===== config.mk =====
export PLATFORM = sky130hd
export DESIGN_NAME = adc_completion_flags
export DESIGN_NICKNAME = d
export VERILOG_FILES = /design/src/core/adc_flags_pkg.sv /design/src/core/result_store.sv /design/src/core/adc_completion_flags.sv
export SDC_FILE = /design/constraint.sdc
export NUM_CORES = 1
export LEC_CHECK = 0
export BUFFER_PORTS_ARGS = -buffer_cell sky130_fd_sc_hd__buf_2
export CAP_MARGIN = 20
export CORE_MARGIN = 4
export CORE_UTILIZATION = 55
export CTS_CLUSTER_DIAMETER = 150
export DETAILED_ROUTE_END_ITERATION = 10
export GPL_TIMING_DRIVEN = 1
export PLACE_DENSITY = 0.78
export SKIP_LAST_GASP = 1
export SLEW_MARGIN = 20
export SYNTH_ARGS = -nofsm -noshare
export SYNTH_HDL_FRONTEND = slang
export SYNTH_SLANG_ARGS = --single-unit

===== constraint.sdc =====
create_clock -name core_clk -period 3.1 [get_ports core_clk]
set_input_delay 0.465 -clock core_clk [delete_from_list [all_inputs] [get_ports core_clk]]
set_output_delay 0.465 -clock core_clk [all_outputs]
set_load 0.1 [all_outputs]

===== src/core/adc_flags_pkg.sv =====
// Purpose: shared constants for the converter completion and result block
// Assumes: 32-bit register port, byte offsets on word boundaries
// Notes:   offsets and bit positions are used by the main block and its store
package adc_flags_pkg;
   // ==========================================================
   // register port
   localparam int          ADDR_W          = 8;
   localparam int          BUS_W           = 32;
   localparam logic [7:0]  OFS_NORMAL_CTRL = 8'h00;
   localparam logic [7:0]  OFS_PRIO_CTRL   = 8'h04;
   localparam logic [7:0]  OFS_RESULT_BASE = 8'h08;
   localparam logic [7:0]  OFS_RESULT_LAST = 8'h24;
   localparam logic [7:0]  OFS_PRIO_RESULT = 8'h28;
   localparam logic [7:0]  OFS_IRQ_STATUS  = 8'h2c;
   localparam logic [7:0]  OFS_IRQ_MASK    = 8'h30;
   // ==========================================================
   // field positions
   localparam int          BIT_REPEAT      = 0;
   localparam int          BIT_SCAN        = 1;
   localparam int          BIT_ITM_LO      = 2;
   localparam int          BIT_EOC         = 4;
   localparam int          BIT_BUSY        = 5;
   localparam int          BIT_EOC_HP      = 0;
   localparam int          BIT_BUSY_HP     = 1;
   localparam int          BIT_OVERRUN     = 16;
   localparam int          IRQ_NORMAL      = 0;
   localparam int          IRQ_PRIO        = 1;
   localparam int          IRQ_BITS        = 2;
   // ==========================================================
   // interval codes and result slots
   localparam logic [1:0]  ITM_EVERY_1     = 2'h0;
   localparam logic [1:0]  ITM_EVERY_4     = 2'h1;
   localparam logic [1:0]  ITM_EVERY_8     = 2'h2;
   localparam int          RESULT_REGS     = 8;
   localparam logic [2:0]  LAST_OF_4       = 3'h3;
   localparam logic [2:0]  LAST_OF_8       = 3'h7;
   localparam logic [3:0]  PRIO_SLOT       = 4'h8;
   localparam logic [31:0] RESET_WORD      = 32'h0000_0000;
   // ==========================================================
   // normal mode, encoded as {scan, repeat}
   typedef enum logic [1:0] {
      FIXED_SINGLE,
      FIXED_REPEAT,
      SCAN_SINGLE,
      SCAN_REPEAT
   } normal_mode_t;
endpackage


===== src/core/result_store.sv =====
// Purpose: storage of conversion results with registered read word
// Assumes: one write and one read per cycle
// Notes:   flags live outside; they are merged into the read word here
`timescale 1ns/100ps
`default_nettype none
module result_store #(
   parameter int DATA_W  = 10,
   parameter int ENTRIES = 9
) (
   input  wire logic                       core_clk,
   input  wire logic                       reset_n,
   input  wire logic                       wr_en,
   input  wire logic [3:0]                 wr_idx,
   input  wire logic [DATA_W-1:0]          wr_data,
   input  wire logic                       rd_sel_mem,
   input  wire logic [3:0]                 rd_idx,
   input  wire logic [1:0]                 rd_flags,
   input  wire logic [31:0]                rd_bypass,
   output logic      [31:0]                rd_data
);
   // ==========================================================
   // storage
   logic [DATA_W-1:0] mem [ENTRIES];
   logic [31:0]       next_rd_data;

   always_ff @(posedge core_clk) begin
      if (wr_en) begin
         mem[wr_idx] <= wr_data;
      end
   end

   // ==========================================================
   // read word, data low and flags at the overrun position
   always_comb begin
      next_rd_data = rd_bypass;
      if (rd_sel_mem) begin
         next_rd_data = 32'(mem[rd_idx]) |
                        (32'(rd_flags) << adc_flags_pkg::BIT_OVERRUN);
      end
   end

   always_ff @(posedge core_clk or negedge reset_n) begin
      if (!reset_n) begin
         rd_data <= adc_flags_pkg::RESET_WORD;
      end else begin
         rd_data <= next_rd_data;
      end
   end
endmodule
`default_nettype wire


===== src/core/adc_completion_flags.sv =====
// Purpose: completion flags, interrupts and result steering of a converter
// Assumes: converter core gives one-cycle done pulses with channel and data
// Notes:   registers reached over a plain strobe port, read data one cycle later
// Function
// - A finished normal conversion sets the normal end flag to 1 for polling.
// - A result is valid when its overrun flag is 0 and its ready flag is 1.
// - Reading the control words clears the normal and priority end flags.
// - Repeat and scan bits 0/0, 1/0, 0/1, 1/1 pick the four normal modes.
// - Fixed single mode raises the interrupt and end flag, busy reads 0 after.
// - Fixed repeat raises them every 1, 4 or 8 results for 00, 01, 10, busy 1.
// - Scan single mode raises them at the end of the scan, busy reads 0 after.
// - Scan repeat mode raises them after each scan and keeps busy at 1.
// - Outside fixed repeat, inputs 0-7 use their slot and 8-11 reuse slots 0-3.
// - Fixed repeat fills slot 0 only, slots 0-3 or slots 0-7 in turn and wraps.
// - A priority completion raises its own interrupt, sets its end flag, clears its busy flag.
// - A priority result always goes to its own dedicated register.
`timescale 1ns/100ps
`default_nettype none
module adc_completion_flags #(
   parameter int DATA_W = 10
) (
   input  wire logic                       core_clk,
   input  wire logic                       reset_n,
   input  wire logic [7:0]                 reg_addr,
   input  wire logic [31:0]                reg_wdata,
   input  wire logic                       reg_write,
   input  wire logic                       reg_read,
   output logic      [31:0]                reg_rdata,
   input  wire logic                       normal_start,
   input  wire logic                       priority_start,
   input  wire logic                       conv_done,
   input  wire logic [3:0]                 analog_input_channel,
   input  wire logic                       conv_scan_last,
   input  wire logic [DATA_W-1:0]          conv_result,
   input  wire logic                       priority_done,
   input  wire logic [DATA_W-1:0]          priority_result,
   output logic                            normal_completion_irq,
   output logic                            priority_completion_irq,
   output logic                            irq
);
   // ==========================================================
   // state
   logic                       repeat_on;
   logic                       scan_on;
   logic [1:0]                 interval;
   logic                       eoc;
   logic                       busy;
   logic                       eoc_hp;
   logic                       busy_hp;
   logic [2:0]                 fill;
   logic [8:0]                 ready;
   logic [8:0]                 overrun;
   logic [1:0]                 irq_status;
   logic [1:0]                 irq_mask;
   logic                       next_repeat_on;
   logic                       next_scan_on;
   logic [1:0]                 next_interval;
   logic                       next_eoc;
   logic                       next_busy;
   logic                       next_eoc_hp;
   logic                       next_busy_hp;
   logic [2:0]                 next_fill;
   logic [8:0]                 next_ready;
   logic [8:0]                 next_overrun;
   logic [1:0]                 next_irq_status;
   logic [1:0]                 next_irq_mask;
   logic                       next_normal_irq;
   logic                       next_priority_irq;
   logic                       next_irq;
   // ==========================================================
   // decode
   adc_flags_pkg::normal_mode_t mode;
   logic                       rd_normal;
   logic                       rd_prio;
   logic                       rd_status;
   logic                       wr_normal;
   logic                       wr_mask;
   logic                       rd_result;
   logic [3:0]                 rd_slot;
   logic [2:0]                 slot;
   logic [2:0]                 last_slot;
   logic                       fill_end;
   logic                       normal_event;
   logic                       busy_clear;
   logic [3:0]                 wr_idx;
   logic [DATA_W-1:0]          wr_data;
   logic                       wr_en;
   logic [31:0]                bypass;
   logic                       sel_mem;
   assign mode      = adc_flags_pkg::normal_mode_t'({scan_on, repeat_on});
   assign rd_normal = reg_read && (reg_addr == adc_flags_pkg::OFS_NORMAL_CTRL);
   assign rd_prio   = reg_read && (reg_addr == adc_flags_pkg::OFS_PRIO_CTRL);
   assign rd_status = reg_read && (reg_addr == adc_flags_pkg::OFS_IRQ_STATUS);
   assign wr_normal = reg_write && (reg_addr == adc_flags_pkg::OFS_NORMAL_CTRL);
   assign wr_mask   = reg_write && (reg_addr == adc_flags_pkg::OFS_IRQ_MASK);
   // result words sit on consecutive word offsets, the priority one last
   assign rd_result = (reg_addr >= adc_flags_pkg::OFS_RESULT_BASE) &&
                      (reg_addr <= adc_flags_pkg::OFS_PRIO_RESULT) &&
                      (reg_addr[1:0] == 2'h0);
   assign rd_slot   = 4'((reg_addr - adc_flags_pkg::OFS_RESULT_BASE) >> 2);
   // ==========================================================
   // steering of normal results
   // reserved interval 11 falls back to every result
   assign last_slot = (interval == adc_flags_pkg::ITM_EVERY_4) ? adc_flags_pkg::LAST_OF_4 :
                      (interval == adc_flags_pkg::ITM_EVERY_8) ? adc_flags_pkg::LAST_OF_8 :
                      3'h0;
   always_comb begin
      // 8-11 wrap onto 0-3 by dropping the top channel bit
      slot     = analog_input_channel[2:0];
      fill_end = 1'b0;
      case (mode)
         adc_flags_pkg::FIXED_REPEAT: begin
            slot     = fill & last_slot;
            fill_end = ((fill & last_slot) == last_slot);
         end
         adc_flags_pkg::SCAN_SINGLE,
         adc_flags_pkg::SCAN_REPEAT: begin
            fill_end = conv_scan_last;
         end
         adc_flags_pkg::FIXED_SINGLE: begin
            fill_end = 1'b1;
         end
         default: begin
            fill_end = 1'b1;
         end
      endcase
   end
   // a stopped repeat ends at the next done; scans end only at the last channel
   assign normal_event = conv_done && fill_end;
   assign busy_clear   = conv_done && !repeat_on && (!scan_on || conv_scan_last);
   always_comb begin
      wr_en   = conv_done || priority_done;
      wr_idx  = {1'b0, slot};
      wr_data = conv_result;
      if (priority_done) begin
         wr_idx  = adc_flags_pkg::PRIO_SLOT;
         wr_data = priority_result;
      end
   end
   // ==========================================================
   // control and flags
   always_comb begin
      next_repeat_on = repeat_on;
      next_scan_on   = scan_on;
      next_interval  = interval;
      next_irq_mask  = irq_mask;
      next_fill      = fill;
      if (wr_normal) begin
         next_repeat_on = reg_wdata[adc_flags_pkg::BIT_REPEAT];
         next_scan_on   = reg_wdata[adc_flags_pkg::BIT_SCAN];
         next_interval  = reg_wdata[adc_flags_pkg::BIT_ITM_LO +: 2];
      end
      if (wr_mask) begin
         next_irq_mask = reg_wdata[adc_flags_pkg::IRQ_BITS-1:0];
      end
      if (normal_start) begin
         next_fill = 3'h0;
      end else if (conv_done && mode == adc_flags_pkg::FIXED_REPEAT) begin
         next_fill = (fill_end) ? 3'h0 : 3'(fill + 3'h1);
      end
   end
   always_comb begin
      // the set is applied after the read clear so an event is never lost
      next_eoc = eoc;
      if (rd_normal) begin
         next_eoc = 1'b0;
      end
      if (normal_event) begin
         next_eoc = 1'b1;
      end
      next_busy = busy;
      if (busy_clear) begin
         next_busy = 1'b0;
      end
      if (normal_start) begin
         next_busy = 1'b1;
      end
      next_eoc_hp = eoc_hp;
      if (rd_prio) begin
         next_eoc_hp = 1'b0;
      end
      if (priority_done) begin
         next_eoc_hp = 1'b1;
      end
      next_busy_hp = busy_hp;
      if (priority_done) begin
         next_busy_hp = 1'b0;
      end
      if (priority_start) begin
         next_busy_hp = 1'b1;
      end
   end
   always_comb begin
      // a read of a result word retires it; a fresh store wins over that
      next_ready   = ready;
      next_overrun = overrun;
      if (reg_read && rd_result) begin
         next_ready[rd_slot]   = 1'b0;
         next_overrun[rd_slot] = 1'b0;
      end
      if (wr_en) begin
         next_ready[wr_idx] = 1'b1;
         if (ready[wr_idx]) begin
            next_overrun[wr_idx] = 1'b1;
         end
      end
   end
   always_comb begin
      next_irq_status = irq_status;
      if (rd_status) begin
         next_irq_status = 2'h0;
      end
      if (normal_event) begin
         next_irq_status[adc_flags_pkg::IRQ_NORMAL] = 1'b1;
      end
      if (priority_done) begin
         next_irq_status[adc_flags_pkg::IRQ_PRIO] = 1'b1;
      end
      next_normal_irq   = normal_event;
      next_priority_irq = priority_done;
      next_irq          = |(next_irq_status & next_irq_mask);
   end
   always_ff @(posedge core_clk or negedge reset_n) begin
      if (!reset_n) begin
         repeat_on               <= 1'b0;
         scan_on                 <= 1'b0;
         interval                <= adc_flags_pkg::ITM_EVERY_1;
         eoc                     <= 1'b0;
         busy                    <= 1'b0;
         eoc_hp                  <= 1'b0;
         busy_hp                 <= 1'b0;
         fill                    <= 3'h0;
         ready                   <= 9'h000;
         overrun                 <= 9'h000;
         irq_status              <= 2'h0;
         irq_mask                <= 2'h0;
         normal_completion_irq   <= 1'b0;
         priority_completion_irq <= 1'b0;
         irq                     <= 1'b0;
      end else begin
         repeat_on               <= next_repeat_on;
         scan_on                 <= next_scan_on;
         interval                <= next_interval;
         eoc                     <= next_eoc;
         busy                    <= next_busy;
         eoc_hp                  <= next_eoc_hp;
         busy_hp                 <= next_busy_hp;
         fill                    <= next_fill;
         ready                   <= next_ready;
         overrun                 <= next_overrun;
         irq_status              <= next_irq_status;
         irq_mask                <= next_irq_mask;
         normal_completion_irq   <= next_normal_irq;
         priority_completion_irq <= next_priority_irq;
         irq                     <= next_irq;
      end
   end
   // ==========================================================
   // read word
   always_comb begin
      bypass  = adc_flags_pkg::RESET_WORD;
      sel_mem = 1'b0;
      if (reg_read) begin
         case (reg_addr)
            adc_flags_pkg::OFS_NORMAL_CTRL: begin
               bypass[adc_flags_pkg::BIT_REPEAT]        = repeat_on;
               bypass[adc_flags_pkg::BIT_SCAN]          = scan_on;
               bypass[adc_flags_pkg::BIT_ITM_LO +: 2]   = interval;
               bypass[adc_flags_pkg::BIT_EOC]           = eoc;
               bypass[adc_flags_pkg::BIT_BUSY]          = busy;
            end
            adc_flags_pkg::OFS_PRIO_CTRL: begin
               bypass[adc_flags_pkg::BIT_EOC_HP]        = eoc_hp;
               bypass[adc_flags_pkg::BIT_BUSY_HP]       = busy_hp;
            end
            adc_flags_pkg::OFS_IRQ_STATUS: begin
               bypass[adc_flags_pkg::IRQ_BITS-1:0]      = irq_status;
            end
            adc_flags_pkg::OFS_IRQ_MASK: begin
               bypass[adc_flags_pkg::IRQ_BITS-1:0]      = irq_mask;
            end
            default: begin
               sel_mem = rd_result;
            end
         endcase
      end
   end
   result_store #(
      .DATA_W  (DATA_W),
      .ENTRIES (adc_flags_pkg::RESULT_REGS + 1)
   ) u_store (
      .core_clk   (core_clk),
      .reset_n    (reset_n),
      .wr_en      (wr_en),
      .wr_idx     (wr_idx),
      .wr_data    (wr_data),
      .rd_sel_mem (sel_mem),
      .rd_idx     (rd_slot),
      .rd_flags   ({ready[rd_slot], overrun[rd_slot]}),
      .rd_bypass  (bypass),
      .rd_data    (reg_rdata)
   );
endmodule
`default_nettype wire


; Yosys cells after proc, flatten, opt, wreduce, memory -nomap -nowiden
; Memory sizes are Yosys's and may differ from the RTL's.
; Index checks and enable logic that the tools add are counted.
[word_totals]
inputBits = 73
wordCells = 115
register_bits = 68
mem_count = 1
output_inout_bits = 35
ram_bits = 90
[mem_list]
columns = name, depth, width, read_ports, rd_clocked_by_memory_dff, wr, line_no
row1 = u_store.mem, 9, 10, 1, 0, 1, result_store.sv:23  ; logic [DATA_W-1:0] mem [ENTRIES];
[op_classes]
eq_ne = 9
order_cmp = 6
addsub = 2
n_reduce_logical = 29
n_bitwise = 8
muxes = 44
[op_table]
columns = cell, n
row1 = 9-bit two-way mux, 5
row2 = 32-bit two-way mux, 1
row3 = 1-bit two-way mux, 19
row4 = 9-bit bitwise AND, 2
row5 = 3-bit two-way mux, 6
row6 = 10-bit by 18-bit OR with 18-bit output, 1
row7 = 9-bit OR, 2
row8 = "8-bit by 6-bit == test with 1-bit output, second input constant", 2
row9 = 1-bit logical AND, 14
row10 = 1-bit binary-select mux with 4-bit select, 3
row11 = "4-bit by 5-bit less-than comparator with 1-bit output, second input constant", 2
row12 = 10-bit two-way mux, 1
row13 = 2-bit nonzero test, 5
row14 = 9-bit inverter, 1
row15 = 1-bit demux with 4-bit select, 2
row16 = "8-bit by 3-bit == test with 1-bit output, second input constant", 1
row17 = "4-bit by 1-bit greater-or-equal comparator with 1-bit output, second input constant", 2
row18 = "8-bit by 4-bit greater-or-equal comparator with 1-bit output, second input constant", 1
row19 = "8-bit by 6-bit <= comparator with 1-bit output, second input constant", 1
row20 = 8-bit zero test, 1
row21 = 4-bit two-way mux, 2
row22 = 2-bit one-hot mux with 4 select lines, 1
row23 = "2-bit == test, second input constant", 3
row24 = 6-bit two-way mux, 1
row25 = 13 further kinds, 19

; Longest topological paths before layout
[logic_depth]
word_depth = 13
depth_mapped = 9
ltp_nobuf = 6

; Hierarchy
; From an unflattened synthesis, not the netlist that was laid out.
[unflattened]
hier_cells = 500
hier_area_um2 = 6816.5
[modules_own_cells]
columns = module, cells_each, instances, seq_area_each_um2, area_per_inst_um2
row1 = result_store, 279, 1, 3503.4, 4583.1
row2 = adc_completion_flags, 221, 1, 900.9, 2233.4

; Worst setup path before layout
; Ideal clock, no wire load.
[synth_timing]
path_type = register to register
start = reg interval[0]
end = mem u_store.mem[6][0] (enable)
setup_slack_ps = 799
t_required_ps = 2711
setup_ps = 389
path_stages_with_launch = 6
synth_period_minus_slack_ps = 2301
n_path_buf = 0
arrival_time_ps = 1912
cell_sequence = dfrtp_1 -> inv_1 -> ha_1 -> nor4bb_1 -> a2111o_1 -> nor4_2
[synth_via]
elab_chain_len = 6
elab_cells_between_ends = 7
cone_classes = 2 x eq/ne / 4 x mux / 1 x bitwise
[synth_lines]
columns = element, line_no
row1 = start: declaration, adc_completion_flags.sv:45  ; logic [1:0] interval;
row2 = start signal: assignment, adc_completion_flags.sv:227  ; interval <= adc_flags_pkg::ITM_EVERY_1;
row3 = start signal: assignment, adc_completion_flags.sv:243  ; interval <= next_interval;
row4 = 2-bit == test, adc_completion_flags.sv:105  ; (interval == adc_flags_pkg::ITM_EVERY_8) ? adc_flags_pkg::LAST_OF_8 :
row5 = 3-bit two-way mux, adc_completion_flags.sv:105
row6 = 3-bit two-way mux (*), adc_completion_flags.sv:104  ; assign last_slot = (interval == adc_flags_pkg::ITM_EVERY_4) ? adc_flags_pkg::LAST_OF_4 :
row7 = 3-bit bitwise AND (*), adc_completion_flags.sv:113  ; slot = fill & last_slot;
row8 = 3-bit two-way mux (*), adc_completion_flags.sv:111  ; case (mode)
row9 = 4-bit two-way mux (*), adc_completion_flags.sv:135  ; if (priority_done) begin
row10 = end: declaration, result_store.sv:23
; Mark *: on every way between the ends. The rest lies on a longest branch, timed or not.

; Worst setup path in the final report
[layout_timing]
start = reg interval[1]
end = mem u_store.mem[4][7] (enable)
; Same word-level chain as after synthesis.

==> impl_metrics.ini <==
[timing]
finalHoldViolations = 0
fmax_mhz = 401
fin_crit_ps = 2500
max_slew.worst_pin.slew_ps = 631
clock-skew-final_ps = 5.95
setup_viol = 0
fin_crit_sh_pct = 80.5
slew_violations = 0
finalSetupTns_ps = 0
rsz0062_at_grt = false
maxSlewHeadroom_pct = 57.9
timing.hold.ws_ps = 68.6

[grt]
antenna_found_initial = 0
grt_pass1_vias = 4066
grt_max_degree = 49
overflow = 0
grt_util_all_layers_pct = 21.9
grt_pass1_wl_mm = 21.6

[routing]
wl_per_cell_um = 20.9
wirelength_mm = 13.9
first_pass_iters = 5
drc = 0
ant_nets = 0
drt-initial-drc-count = 353
vias = 3966
vias_per_cell = 5.99

[layout]
final_nets = 583
antennaDiodeCount = 0
fin_util_pct = 65.2
drive_above_1_share_pct = 31.8
syn2layout_area_growth_pct = 15.7
mostFrequentLayoutCell = edfxtp_1
final_area_um2 = 7470
final_cell_mix = 90 x edfxtp_1, 57 x buf_2, 48 x dfrtp_1, 30 x mux2i_1

[clock_tree]
cts_sinks = 138
postCtsResizedCells = 0
root_buffer = clkbuf_16
cts_made_buffers = 17
clock_latency_ps = 420
hold_buffers = 0
clkTransAtPathRegs_ps = 60
cts_setup_buffers = 0
tritoncts = done
clockBufferDepth = 2
h-tree-depth = 4

[power]
power_leakage_nw = 3.05
total_power_mw = 4.64
internal-power_mw = 3.53
powerDensity_nw_per_um2 = 621
p_sw_mw = 1.11
p_seq_share_pct = 44.6
p_clk_share_pct = 44.6
combPwrFrac_pct = 10.9
vdd_drop_max_uv = 647
sw_frac_of_total_pct = 24.0

[hold_path]
hp-class = primary input to async pin

[setup_path]
cp-end-kind = flop
start_kind = flop
arrival_ps = 2550
cp_max_fo = 10
reg2reg_depth = 5
worstSetupPathType = flop to flop
cp.required_ps = 3150

[logic_synthesis]
synth_area_leader_cell = edfxtp_1
syn_avg_cell_area_um2 = 15.1
synthArstFlopShare_pct = 34.8
synth_area_leaders = edfxtp_1 42%, dfrtp_1 19%, mux4_2 5.6%
syn_area_um2 = 6460
synth_edf_count = 90
ys_ff_latch = 138
syn_inst = 429
synth_cell_types = 66
yosysTopAreaCellShare_pct = 41.8
ys_seq_area_share_pct = 60.4
ys_warn_count = 0
synth-main-ff-cell = edfxtp_1

[floorplan]
coreArea_um2 = 11500
dieWidth_um = 116
initial_core_util_pct = 56.3
placementRows = 39
fp.dieH_um = 116
io_pins = 108
die_area_um2 = 13500

[place]
dpl_cell_area_um2 = 6870
place_congestion = 0.851
io_buffers = 58
dp_hpwl_mm = 9.16

[run_status]
status = finished, final reports clean

[job]
cap_violations = 0
[Yosys cell counts (6+ instances only)]
cell      instances
edfxtp_1         90
dfrtp_1          48
mux2i_1          30
buf_4            23
inv_1            22
nor2_1           18
a21o_1           16
mux4_2           16
mux2_2           14
nand2_1          13
clkbuf_1          7
nor2b_1           7
nand2b_1          6
nor3_1            6
o22ai_1           6
o32ai_1           6
[through the flow]
stage	cells	setup slack [ps]
global route	662	493
floorplan	448	799
detailed placement	630	603
finish	662	604
global placement	629	560
CTS	662	606
[metal layers]
metal	wire (um)	GRT usage, %	vias up
li1	-	-	1767
met1	5590	27.2	2001
met2	6880	36.2	170
met3	1000	6.53	28
met4	375	8.82	0
met5	0	0	-
[power groups by stage]
stage	clock (mW)	combinational [mW]	sequential (mW)
global route	2.18	0.541	2.07
detailed placement	0	0.499	2.10
global placement	0	0.480	2.10
floorplan	0	0.372	2.12
CTS	2.10	0.504	2.07
finish	2.07	0.504	2.07
[worst paths after layout]
path                                start  slack, ps                  to
max reg2reg                   interval[1]        600   u_store.mem[4][7]
max in group asynchronous         reset_n       2600  u_store.rd_data[8]
max                           interval[1]        600   u_store.mem[4][7]
min                               reset_n         70             fill[1]
min in group core_clk      priority_start        230             busy_hp
min reg2reg                           eoc        480                 eoc
[cell families (layout without fill, tap and decap cells)]
logic type | after synthesis | in the layout | synth area share (%)
XOR/XNOR | 1 | 1 | 0.136
adder cells (fa/ha/maj) | 4 | 4 | 0.775
other | 1 | 20 | 0.0581
AND/OR/NAND/NOR | 80 | 80 | 7.79
AO/OA/AOI/OAI | 74 | 74 | 9.96
multiplexers | 67 | 67 | 14.6
buffers and inverters | 64 | 135 | 6.22
flip-flops | 138 | 138 | 60.4
[final cells by class]
cell class / instances / area [um2]
clock buffer: 17 / 425
fill: 804 / 3990
clock inverter: 15 / 180
timing repair buffer: 80 / 465
multi-input combinational: 246 / 2230
inverter: 23 / 86.3
sequential: 138 / 3900
tap: 143 / 179
[critical path, stage by stage, from the launching register on]
cell,delay (ps)
dfrtp_1,430
ha_1,350
nor4bb_1,90
a2111o_1,530
a211o_1,310
inv_1,420
[registers in the layout (all words and copies together) (netlist names)]
| signal | cells |
|---|---|
| busy | 1 |
| ready | 9 |
| fill | 3 |
| eoc | 1 |
| interval | 2 |
| u_store.mem | 90 |
| u_store.rd_data | 12 |
| irq_mask | 2 |
| irq | 1 |
| scan_on | 1 |
| busy_hp | 1 |
| overrun | 9 |
| repeat_on | 1 |
| normal_completion_irq | 1 |
| irq_status | 2 |
| priority_completion_irq | 1 |
| eoc_hp | 1 |
Note: power is estimated with default switching activity, not from simulation.
